$ cat src/inc/fce_pkg.sv
`default_nettype none

package fce_pkg;

  // ----------------------------------------------------------------
  // register map (byte addresses)
  // ----------------------------------------------------------------
  localparam logic [7:0] ADDR_CMD   = 8'h00; // command bus cycle
  localparam logic [7:0] ADDR_USER  = 8'h04; // user area control
  localparam logic [7:0] ADDR_DISP1 = 8'h08; // display area one
  localparam logic [7:0] ADDR_DISP2 = 8'h0c; // display area two
  localparam logic [7:0] ADDR_LOCK  = 8'h10; // lock bits, read only
  localparam logic [7:0] ADDR_IRQ   = 8'h14; // sticky events
  localparam logic [7:0] ADDR_MASK  = 8'h18; // event mask

  // ----------------------------------------------------------------
  // field positions
  // ----------------------------------------------------------------
  localparam int READY_BIT  = 0; // sequencer ready
  localparam int LOCKDIS_BIT = 2; // lock protection off
  localparam int PROG_BIT   = 6; // program_status_flag
  localparam int ERASE_BIT  = 7; // erase_status_flag
  localparam int CODE_LSB   = 0; // command code in cmd word
  localparam int AREA_LSB   = 8; // target area in cmd word
  localparam int BLK_LSB    = 10; // target block in cmd word
  localparam int IRQ_DONE   = 0; // operation finished
  localparam int IRQ_ERR    = 1; // an error flag was raised

  // ----------------------------------------------------------------
  // command codes (low byte of a bus cycle)
  // ----------------------------------------------------------------
  localparam logic [7:0] CMD_PROG    = 8'h40;
  localparam logic [7:0] CMD_ERASE   = 8'h20;
  localparam logic [7:0] CMD_ERASE_ALL = 8'ha7;
  localparam logic [7:0] CMD_LOCK    = 8'h77;
  localparam logic [7:0] CMD_CLR     = 8'h50;
  localparam logic [7:0] CMD_RD_STAT = 8'h70;
  localparam logic [7:0] CMD_RD_ARR  = 8'hff;
  localparam logic [7:0] CMD_CONFIRM = 8'hd0;

  // ----------------------------------------------------------------
  // reset values
  // ----------------------------------------------------------------
  localparam logic [15:0] LOCK_RST = 16'hffff; // all unlocked

  // ----------------------------------------------------------------
  // types
  // ----------------------------------------------------------------
  typedef enum logic [1:0] {FCE_IDLE, FCE_WAIT2, FCE_BUSY} fce_state_t;
  typedef enum logic [1:0] {OP_PROG, OP_ERASE, OP_ERASE_ALL, OP_LOCK} fce_op_t;

  // request toward the flash array engine
  typedef struct packed {
    logic       start;
    fce_op_t    op;
    logic [1:0] area;
    logic [3:0] block;
    logic [7:0] data;
  } fce_fa_req_t;

  // whole state of the block
  typedef struct packed {
    fce_state_t  state;
    logic [7:0]  cmd1;
    logic [1:0]  area;
    logic [3:0]  block;
    logic [2:0]  erase_f;
    logic [2:0]  prog_f;
    logic        lock_dis;
    logic [15:0] lock;
    logic [1:0]  irq_st;
    logic [1:0]  irq_mask;
    logic [31:0] prdata;
    logic        pready;
    logic        pslverr;
    logic        irq;
    fce_fa_req_t fa;
  } fce_st_t;

  localparam fce_st_t ST_RST = '{state: FCE_IDLE, cmd1: 8'h00, area: 2'h0,
    block: 4'h0, erase_f: 3'h0, prog_f: 3'h0, lock_dis: 1'b0, lock: LOCK_RST,
    irq_st: 2'h0, irq_mask: 2'h0, prdata: 32'h0000_0000, pready: 1'b0,
    pslverr: 1'b0, irq: 1'b0, fa: '{start: 1'b0, op: OP_PROG, area: 2'h0,
    block: 4'h0, data: 8'h00}};

endpackage

`default_nettype wire

$ cat src/fce_seq.sv
// Operation
// - failures set error bit 6 or 7
// - bad command sequence sets both flags
// - bad second-cycle data sets both flags
// - escape code discards confirm-type command, no error
// - locked block erase gives erase error only
// - failed automatic erase gives erase error
// - failed programming sets program flag only
// - failed lock bit write gives program error
// - lock-disable suppresses locked erase error
// - display areas never raise lock errors
// - erase flag bit 7, program bit 6
// - clear status zeroes both flags
// - separate control register per area
`timescale 1ns/1ps
`default_nettype none

module fce_seq #(
  parameter int NUM_BLOCKS = 16
) (
  // clock and reset
  input  wire logic        pclk,
  input  wire logic        presetn,
  // apb slave
  input  wire logic        psel,
  input  wire logic        penable,
  input  wire logic        pwrite,
  input  wire logic [7:0]  paddr,
  input  wire logic [31:0] pwdata,
  output logic [31:0]      prdata,
  output logic             pready,
  output logic             pslverr,
  // flash array engine
  input  wire logic        fa_done,
  input  wire logic        fa_fail,
  output fce_pkg::fce_fa_req_t fa_req,
  // interrupt
  output logic             irq
);

  // ----------------------------------------------------------------
  // elaboration checks
  // ----------------------------------------------------------------
  // the lock word holds sixteen bits, so no more blocks than that
  if (NUM_BLOCKS < 1 || NUM_BLOCKS > 16) begin : g_chk
    $error("NUM_BLOCKS must be 1 to 16");
  end

  // ----------------------------------------------------------------
  // helpers
  // ----------------------------------------------------------------
  // area code 3 is not a real area; fold it onto the user area
  function automatic logic [1:0] area_idx(input logic [1:0] a);
    area_idx = (a == 2'h3) ? 2'h0 : a;
  endfunction

  // one area control word: ready, lock-disable, flags
  function automatic logic [31:0] area_word(input logic e, input logic p,
                                            input logic ld, input logic rdy);
    logic [31:0] w;
    w = 32'h0000_0000;
    w[fce_pkg::ERASE_BIT]   = e;
    w[fce_pkg::PROG_BIT]    = p;
    w[fce_pkg::LOCKDIS_BIT] = ld;
    w[fce_pkg::READY_BIT]   = rdy;
    area_word = w;
  endfunction

  // ----------------------------------------------------------------
  // state
  // ----------------------------------------------------------------
  fce_pkg::fce_st_t r_reg;   // registered state
  fce_pkg::fce_st_t r_next;  // next state

  logic       acc;       // access completes at this edge
  logic       wr_cmd;    // completed write to command word
  logic [7:0] code;      // command code of this bus cycle
  logic [1:0] ar;        // target area of this bus cycle
  logic [3:0] blk;       // target block of this bus cycle
  logic       locked;    // latched target counts as locked
  logic       rdy;       // sequencer not busy

  assign acc    = psel & penable & r_reg.pready;
  assign wr_cmd = acc & pwrite & (paddr == fce_pkg::ADDR_CMD);
  assign code   = pwdata[fce_pkg::CODE_LSB +: 8];
  assign ar     = area_idx(pwdata[fce_pkg::AREA_LSB +: 2]);
  assign blk    = pwdata[fce_pkg::BLK_LSB +: 4];
  assign rdy    = (r_reg.state != fce_pkg::FCE_BUSY);
  // lock protection only in the user area and while enabled
  assign locked = ~r_reg.lock[r_reg.block] & ~r_reg.lock_dis
                & (r_reg.area == 2'h0);

  // ----------------------------------------------------------------
  // next-state logic
  // ----------------------------------------------------------------
  always_comb begin
    r_next          = r_reg;
    r_next.fa.start = 1'b0;
    r_next.pready   = 1'b0;
    r_next.pslverr  = 1'b0;

    // apb: one wait state so every answer comes from a flop
    if (psel && penable && !r_reg.pready) begin
      r_next.pready = 1'b1;
      r_next.prdata = 32'h0000_0000;
      if (paddr == fce_pkg::ADDR_CMD) begin
        r_next.prdata = 32'h0000_0000;
      end else if (paddr == fce_pkg::ADDR_USER) begin
        r_next.prdata = area_word(r_reg.erase_f[0], r_reg.prog_f[0],
                                  r_reg.lock_dis, rdy);
      end else if (paddr == fce_pkg::ADDR_DISP1) begin
        r_next.prdata = area_word(r_reg.erase_f[1], r_reg.prog_f[1],
                                  1'b0, rdy);
      end else if (paddr == fce_pkg::ADDR_DISP2) begin
        r_next.prdata = area_word(r_reg.erase_f[2], r_reg.prog_f[2],
                                  1'b0, rdy);
      end else if (paddr == fce_pkg::ADDR_LOCK) begin
        r_next.prdata = {16'h0000, r_reg.lock};
      end else if (paddr == fce_pkg::ADDR_IRQ) begin
        r_next.prdata = {30'h0000_0000, r_reg.irq_st};
      end else if (paddr == fce_pkg::ADDR_MASK) begin
        r_next.prdata = {30'h0000_0000, r_reg.irq_mask};
      end else begin
        r_next.pslverr = 1'b1; // unmapped
      end
    end

    // plain register writes and read-to-clear
    if (acc && pwrite && paddr == fce_pkg::ADDR_USER) begin
      r_next.lock_dis = pwdata[fce_pkg::LOCKDIS_BIT];
    end
    if (acc && pwrite && paddr == fce_pkg::ADDR_MASK) begin
      r_next.irq_mask = pwdata[1:0];
    end
    // clear first so an event in the same cycle still sets
    if (acc && !pwrite && paddr == fce_pkg::ADDR_IRQ) begin
      r_next.irq_st = 2'h0;
    end

    // command sequencer
    case (r_reg.state)
      fce_pkg::FCE_IDLE: begin
        if (wr_cmd) begin
          if (code == fce_pkg::CMD_CLR) begin
            r_next.erase_f[ar] = 1'b0;
            r_next.prog_f[ar]  = 1'b0;
          end else if (code == fce_pkg::CMD_RD_ARR ||
                       code == fce_pkg::CMD_RD_STAT) begin
            r_next.state = fce_pkg::FCE_IDLE; // mode only
          end else if (code == fce_pkg::CMD_PROG  ||
                       code == fce_pkg::CMD_ERASE ||
                       code == fce_pkg::CMD_ERASE_ALL ||
                       code == fce_pkg::CMD_LOCK) begin
            // refused silently while a flag is up
            if (!r_reg.erase_f[ar] && !r_reg.prog_f[ar]) begin
              r_next.state = fce_pkg::FCE_WAIT2;
              r_next.cmd1  = code;
              r_next.area  = ar;
              r_next.block = blk;
            end
          end else begin
            // any other first code is a sequence error
            r_next.erase_f[ar] = 1'b1;
            r_next.prog_f[ar]  = 1'b1;
          end
        end
      end

      fce_pkg::FCE_WAIT2: begin
        if (wr_cmd) begin
          r_next.state       = fce_pkg::FCE_IDLE;
          r_next.fa.area     = r_reg.area;
          r_next.fa.block    = r_reg.block;
          r_next.fa.data     = code;
          if (r_reg.cmd1 == fce_pkg::CMD_PROG) begin
            // second cycle carries the data byte
            if (locked) begin
              r_next.prog_f[r_reg.area] = 1'b1;
            end else begin
              r_next.state     = fce_pkg::FCE_BUSY;
              r_next.fa.start  = 1'b1;
              r_next.fa.op     = fce_pkg::OP_PROG;
            end
          end else if (code == fce_pkg::CMD_RD_ARR) begin
            r_next.state = fce_pkg::FCE_IDLE;
          end else if (code != fce_pkg::CMD_CONFIRM ||
                       {1'b0, r_reg.block} >= 5'(NUM_BLOCKS)) begin
            // compare one bit wider: sixteen blocks must not wrap to zero
            r_next.erase_f[r_reg.area] = 1'b1;
            r_next.prog_f[r_reg.area]  = 1'b1;
          end else if (r_reg.cmd1 == fce_pkg::CMD_ERASE) begin
            if (locked) begin
              r_next.erase_f[r_reg.area] = 1'b1;
            end else begin
              r_next.state    = fce_pkg::FCE_BUSY;
              r_next.fa.start = 1'b1;
              r_next.fa.op    = fce_pkg::OP_ERASE;
            end
          end else if (r_reg.cmd1 == fce_pkg::CMD_ERASE_ALL) begin
            // locked blocks are skipped by the engine, not flagged
            r_next.state    = fce_pkg::FCE_BUSY;
            r_next.fa.start = 1'b1;
            r_next.fa.op    = fce_pkg::OP_ERASE_ALL;
          end else if (r_reg.area != 2'h0) begin
            r_next.state = fce_pkg::FCE_IDLE; // no lock bits
          end else begin
            r_next.state    = fce_pkg::FCE_BUSY;
            r_next.fa.start = 1'b1;
            r_next.fa.op    = fce_pkg::OP_LOCK;
          end
        end
      end

      fce_pkg::FCE_BUSY: begin
        // bus commands are dropped until the engine reports back
        if (fa_done) begin
          r_next.state = fce_pkg::FCE_IDLE;
          r_next.irq_st[fce_pkg::IRQ_DONE] = 1'b1;
          if (fa_fail) begin
            if (r_reg.fa.op == fce_pkg::OP_ERASE ||
                r_reg.fa.op == fce_pkg::OP_ERASE_ALL) begin
              r_next.erase_f[r_reg.area] = 1'b1;
            end else begin
              // a bad lock bit write counts as a program error
              r_next.prog_f[r_reg.area] = 1'b1;
            end
          end else if (r_reg.area == 2'h0) begin
            // lock bits follow a good erase or lock write
            if (r_reg.fa.op == fce_pkg::OP_ERASE) begin
              r_next.lock[r_reg.block] = 1'b1;
            end else if (r_reg.fa.op == fce_pkg::OP_LOCK) begin
              r_next.lock[r_reg.block] = 1'b0;
            end else if (r_reg.fa.op == fce_pkg::OP_ERASE_ALL &&
                         r_reg.lock_dis) begin
              r_next.lock = fce_pkg::LOCK_RST;
            end
          end
        end
      end

      default: begin
        // unused state code: fall back to idle
        r_next.state = fce_pkg::FCE_IDLE;
      end
    endcase

    // any newly raised flag is an error event
    if ((r_next.erase_f & ~r_reg.erase_f) != 3'h0 ||
        (r_next.prog_f & ~r_reg.prog_f) != 3'h0) begin
      r_next.irq_st[fce_pkg::IRQ_ERR] = 1'b1;
    end
    r_next.irq = |(r_next.irq_st & r_next.irq_mask);
  end

  // ----------------------------------------------------------------
  // state register
  // ----------------------------------------------------------------
  // reset loads one constant word and nothing else
  always_ff @(posedge pclk or negedge presetn) begin
    if (!presetn) begin
      r_reg <= fce_pkg::ST_RST;
    end else begin
      r_reg <= r_next;
    end
  end

  // outputs straight from the state flops
  assign prdata  = r_reg.prdata;
  assign pready  = r_reg.pready;
  assign pslverr = r_reg.pslverr;
  assign fa_req  = r_reg.fa;
  assign irq     = r_reg.irq;

  logic w2_cmd; // second cycle of a confirm-type command
  assign w2_cmd = wr_cmd && r_reg.state == fce_pkg::FCE_WAIT2
                && r_reg.cmd1 != fce_pkg::CMD_PROG;
endmodule

`default_nettype wire

$ cat config.mk
export PLATFORM = sky130hd
export DESIGN_NAME = fce_seq
export DESIGN_NICKNAME = d
export VERILOG_FILES = /design/src/inc/fce_pkg.sv /design/src/fce_seq.sv
export SDC_FILE = /design/constraint.sdc
export NUM_CORES = 1
export LEC_CHECK = 0
export ABC_AREA = 1
export BUFFER_PORTS_ARGS = -buffer_cell sky130_fd_sc_hd__buf_4
export CAP_MARGIN = 10
export CORE_MARGIN = 1
export CORE_UTILIZATION = 50
export CTS_BUF_LIST = sky130_fd_sc_hd__clkbuf_16
export DETAILED_ROUTE_END_ITERATION = 10
export GPL_ROUTABILITY_DRIVEN = 1
export PLACE_DENSITY_LB_ADDON = 0.05
export SYNTH_ARGS = -nofsm -noshare
export SYNTH_HDL_FRONTEND = slang
export SYNTH_SLANG_ARGS = --single-unit
$ cat constraint.sdc
create_clock -name pclk -period 1.8 [get_ports pclk]
set_input_delay 0.27 -clock pclk [delete_from_list [all_inputs] [get_ports pclk]]
set_output_delay 0.27 -clock pclk [all_outputs]
set_load 0.1 [all_outputs]
### Word level (Yosys, flattened, before mapping)

Cells that the tools add are included.

| operators by class | value |
|---|---|
| bitwise gates (word level) | 26 |
| $mul | 0 |
| mux-type cells | 78 |
| shifts and indexed selects | 0 |
| equal/unequal tests | 35 |
| add/sub/neg operators | 0 |
| divide/modulo/power cells | 0 |
| reduce and logical (&&, ||, !) cells | 35 |
| magnitude comparators | 6 |

Operators with widths:

| cell | number |
|---|---|
| 16-bit two-way mux | 11 |
| 3-bit two-way mux | 17 |
| 8-bit by 7-bit == test with 1-bit output (second input constant) | 5 |
| 6-bit two-way mux | 6 |
| 17-bit two-way mux | 2 |
| 2-bit two-way mux | 16 |
| 8-bit by 5-bit == test with 1-bit output (second input constant) | 3 |
| 8-bit == test (second input constant) | 3 |
| 22-bit two-way mux | 1 |
| 20-bit two-way mux | 1 |
| 6-bit case mux with 3 select lines | 1 |
| 16-bit AND | 1 |
| 8-bit by 4-bit == test with 1-bit output (second input constant) | 2 |
| 8-bit by 6-bit == test with 1-bit output (second input constant) | 2 |
| 1-bit two-way mux | 16 |
| 2-bit != test (second input constant) | 8 |
| 16-bit NOT | 1 |
| 16-bit OR | 1 |
| 3-bit AND | 4 |
| 1-bit logical AND | 12 |
| 3-bit OR | 4 |
| 6-bit AND reduction | 2 |
| 3-bit NOT | 3 |
| 3-bit nonzero test | 3 |
| 27 further kinds | 55 |

| storage, ports and cells | value |
|---|---|
| memories | 0 |
| flip-flop bits (word level) | 79 |
| word-level logic and storage cells | 199 |
| bits in read-only memories | 0 |
| output and inout port bits | 52 |
| RAM bits | 0 |
| bits of input ports | 47 |
| bits in latches | 0 |

### Longest topological paths before layout

| depth | value |
|---|---|
| word-level depth | 18 |
| gate-level depth with buffers | 19 |
| depth with buffers taken out | 18 |

### Least setup slack after synthesis

No wires, ideal clock.

| timing | value |
|---|---|
| path kind | register -> register |
| start point | reg r_reg (netlist bit pready) |
| end point | reg r_reg (netlist bit irq) |
| cell stages (with the launch flop) | 14 |
| clock period less this slack | 2.278 ns |
| setup slack | -0.478 ns |
| library setup time | 0.117 ns |
| data required time | 1.683 ns |
| path buffers | 0 |
| arrival time | 2.161 ns |
| cell sequence | dfrtp_1 > nand3_1 > nor2_2 > nand2_2 > nor2_1 > o21ai_0 > nand2_1 > nand3_1 > nand3_1 > nand2_1 > nor2_1 > nand2_2 > nand2_1 > nand2_1 |

RTL lines:

| item | line | RTL |
|---|---|---|
| start: declaration | fce_seq.sv:72 | `fce_pkg::fce_st_t r_reg;` |
| start signal: assignment | fce_seq.sv:261 | `r_reg <= fce_pkg::ST_RST;` |
| start signal: assignment | fce_seq.sv:263 | `r_reg <= r_next;` |

### Worst setup path after layout

| timing | value |
|---|---|
| start point | reg r_reg[85] (netlist bit) |
| end point | reg r_reg (netlist bit fa_req[15]) |

| between the ends | value |
|---|---|
| longest elaborated chain between the ends | 6 |
| elaborated cells between the ends (all ways) | 14 |
| classes of those cells | 8 x eq/ne; 5 x mux; 1 x reduce/logical |

RTL lines:

| item | line | RTL |
|---|---|---|
| 8-bit == test | fce_seq.sv:199 | `end else if (r_reg.cmd1 == fce_pkg::CMD_ERASE_ALL) begin` |
| 3-bit two-way mux | fce_seq.sv:199 |  |
| 3-bit two-way mux | fce_seq.sv:191 | `end else if (r_reg.cmd1 == fce_pkg::CMD_ERASE) begin` |
| 3-bit two-way mux | fce_seq.sv:186 | `end else if (code != fce_pkg::CMD_CONFIRM \|\|` |
| 3-bit two-way mux | fce_seq.sv:184 | `end else if (code == fce_pkg::CMD_RD_ARR) begin` |
| 3-bit two-way mux | fce_seq.sv:175 | `if (r_reg.cmd1 == fce_pkg::CMD_PROG) begin` |

Several ways; a longest one is shown, not always the timed one. The select of a mux whose other input is x is not followed.
A chain may end at the register's enable or synchronous reset.

==> results.md <==
- Initial antenna violation count: 0
- Multi-input gate area: 2223 µm²
- Wire per inst: 13.96 µm
- ANT nets after route: 0
- Mean Syn Cell Area: 7.482 µm²
- Max FFs per register: 43
- Share of layout cells above drive strength 1: 32.57%
- Post-synth EDFFs: 0
- Worst-Skew Late Latency: 0.34 ns
- Kind of end point of the critical path: flip-flop
- Slowest cell on the critical path: dfrtp_1
- Initial Utilization: 51.50%
- Seq cells post-synth: 79
- Overall Global Routing Usage: 25.46%
- Endpoints failing setup: 3
- Compound-Gate Fraction of Synth Area: 12.34%
- Finished Cell Area: 6082 µm²
- Max-slew violations: 0
- Static Leakage: 3.091 nW
- Synth cell types: 43
- I/O pins: 99
- Final Total Pwr: 4.176 mW
- Asr flop ratio synth: 100.0%
- Fraction of the yosys area taken by sequential cells: 42.17%
- Synth Area in XOR/XNOR: 0%
- Post-DP HPWL: 9186 µm
- Max-slew headroom: 63.72%
- Via count: 4390
- Mux cell area share after synthesis: 0%
- Clock sink count: 79
- Synth Flop Type: dfrtp_1
- NumNets Final: 793
- H-tree depth: 3
- Largest family of logic cells by synthesized area: simple AND/OR/NAND/NOR gates
- Commonest non-fill, non-tap cells in the layout: nand2_1, buf_4, dfrtp_1
- Buf+Inv Stages, Crit Path: 1
- Die area: 9864 µm²
- Critical path's largest stage delay: 0.41 ns
- Cell area after synthesis: 4736 µm²
- Power per cell area: 686.6 nW/µm²
- Buffers on Ports: 64
- CTS root buffer: clkbuf_16
- Status: finished with violations
- Post-Synth Adder-Cell Area: 1.321%
- Crit-path cells: nor2_2, nand3_2, nor3_2, inv_1, nand3_1, nand2_1, o21ai_1, nand3_1, nor2_4, nand2_1, o21ai_1
- Iteration-0 DRC Markers: 155
- Vias in the first global route: 4237
- Largest net degree at the start of global routing: 41
- Clk buf depth: 2
- CP required: 2.06 ns
- First-pass DRT Iterations: 4
- Failing checks: negative setup slack
- Setup ws final: -0.06190 ns
- Max Fanout on Critical Path: 5
- RSZ-0062 raised after global routing: yes
- Worst Hold Class: primary input to flip-flop
- Post-synthesis simple-gate area fraction: 29.09%
- Cell Rows: 35
- Crit path max-delay family: simple AND/OR/NAND/NOR gates
- Placer congestion estimate: 0.9158
- CTS tree: built
- Core ar.: 9196 µm²
- Crit path arrival time: 2.13 ns
- Remaining DRCs: 0
- Fmax: 537.1 MHz
- Total congestion overflow: 0
- Via density: 5.123
- Die width: 99.32 µm
- CTS buffer count: 9
- Filler cell count: 790
- Setup TNS: -0.1697 ns
- Sequential standard cell area: 2006 µm²
- Placed cells: 836
- Worst-margin pin slew: 0.5435 ns
- Die Ht: 99.32 µm
- Tcrit/Tclk final: 103.4%
- Yosys warnings: 0
- Area post-placement: 5607 µm²
- First-pass GRT wire length: 19710 µm
- Maximum vdd drop: 0.0005287 V
- Leading cell type in the layout, fill and taps excluded: nand2_1
- Final Hold Viols: 0
- Setup skew after layout: 0.01032 ns
- Finished Layout Cells: 857
- Min Tclk post-route: 1.862 ns
- Final WL: 11970 µm
- Max-capacitance violation count: 0
- Clk slew on worst S/H paths: 0.06 ns
- Syn-to-layout area delta: 28.43%
- Startpoint Class: flip-flop
- Critical path class: flip-flop to flip-flop
- Synth Instances: 633
- ANT cells: 0
==> worst reg2reg max path: cells and delay by family, from the launching register on <==
family / cells / cell delay, ns
DFF: 1 / 0.41
and+or+nand+nor: 8 / 1.07
AOI/OAI and AO/OA: 2 / 0.20
buffers and inverters: 1 / 0.11
==> metal layers <==
metal	up-vias	part of all wire, %	GRT usage [%]
met3	25	3.0	3.162
met1	2064	44	32.02
li1	2205	-	-
met5	-	0	0
met4	0	2.4	9.842
met2	96	51	44.71
==> worst paths after layout <==
check | slack [ns] | start | endpoint | cells after the start
max | -0.06 | r_reg[85] | fa_req[15] | 11
max in group asynchronous | 0.83 | presetn | r_reg[63] | 3
min | 0.14 | pwdata[11] | r_reg[80] | 3
max reg2reg | -0.06 | r_reg[85] | fa_req[15] | 11
min reg2reg | 0.48 | prdata[11] | prdata[11] | 2
min in group asynchronous | 0.37 | presetn | prdata[12] | 2
==> logic make-up after synthesis <==
family / after synthesis
flip-flops: 79
adder cells (fa/ha/maj): 5
AO/OA/AOI/OAI: 92
other: 1
AND/OR/NAND/NOR: 324
buffers and inverters: 132
==> what timing repair did <==
item,4_1_cts,5_1_grt
endpoints found under the setup margin,16,40
cloned,0,0
gates resized for setup,3,35
hold buffers,1,0
pin swaps,1,8
hold endpoints to repair,16,0
setup buffers,0,4
==> synthesized netlist by cell type, drive strengths merged (3+ instances only) <==
cell type / instances / share of area, %
nand3: 52 / 5.6
nor4: 3 / 0.40
buf: 55 / 8.8
o21ai: 44 / 4.6
dfstp: 16 / 8.9
a21oi: 12 / 1.3
nor3: 8 / 0.85
dfrtp: 63 / 33
nand4: 6 / 0.79
a31oi: 4 / 0.53
nor2: 59 / 5.6
nand2: 194 / 16
clkbuf: 6 / 0.48
o211ai: 16 / 2.7
ha: 5 / 1.3
inv: 69 / 5.5
==> layout make-up <==
| type | count | area share, % |
|---|---|---|
| clock buffers | 9 | 3.703 |
| flip-flops and latches | 79 | 32.98 |
| inverters | 71 | 4.505 |
| well taps | 111 | 2.283 |
| repair buffers | 143 | 18.51 |
| multi-input cells | 437 | 36.56 |
| clock inverters | 7 | 1.461 |
==> power breakdown <==
part	total [mW]	internal [mW]	switching, mW
registers	1.80	1.79	0.00768
clock network	1.94	1.21	0.735
logic	0.437	0.115	0.322
total	4.18	3.11	1.06
==> metrics by stage <==
| stage | hold slack (ns) | util, % | setup slack (ns) |
|---|---|---|---|
| 2_1_floorplan | -0.02559 | - | 0.01418 |
| 3_3_place_gp | 0.1777 | 60.97 | -0.1355 |
| 3_5_place_dp | 0.1782 | 60.97 | -0.1561 |
| 4_1_cts | 0.1398 | 64.57 | -0.07708 |
| 5_1_grt | 0.1545 | 66.14 | -0.2468 |
| 6_report | 0.1362 | 66.14 | -0.06190 |
Power figures use the tool's default switching activity.
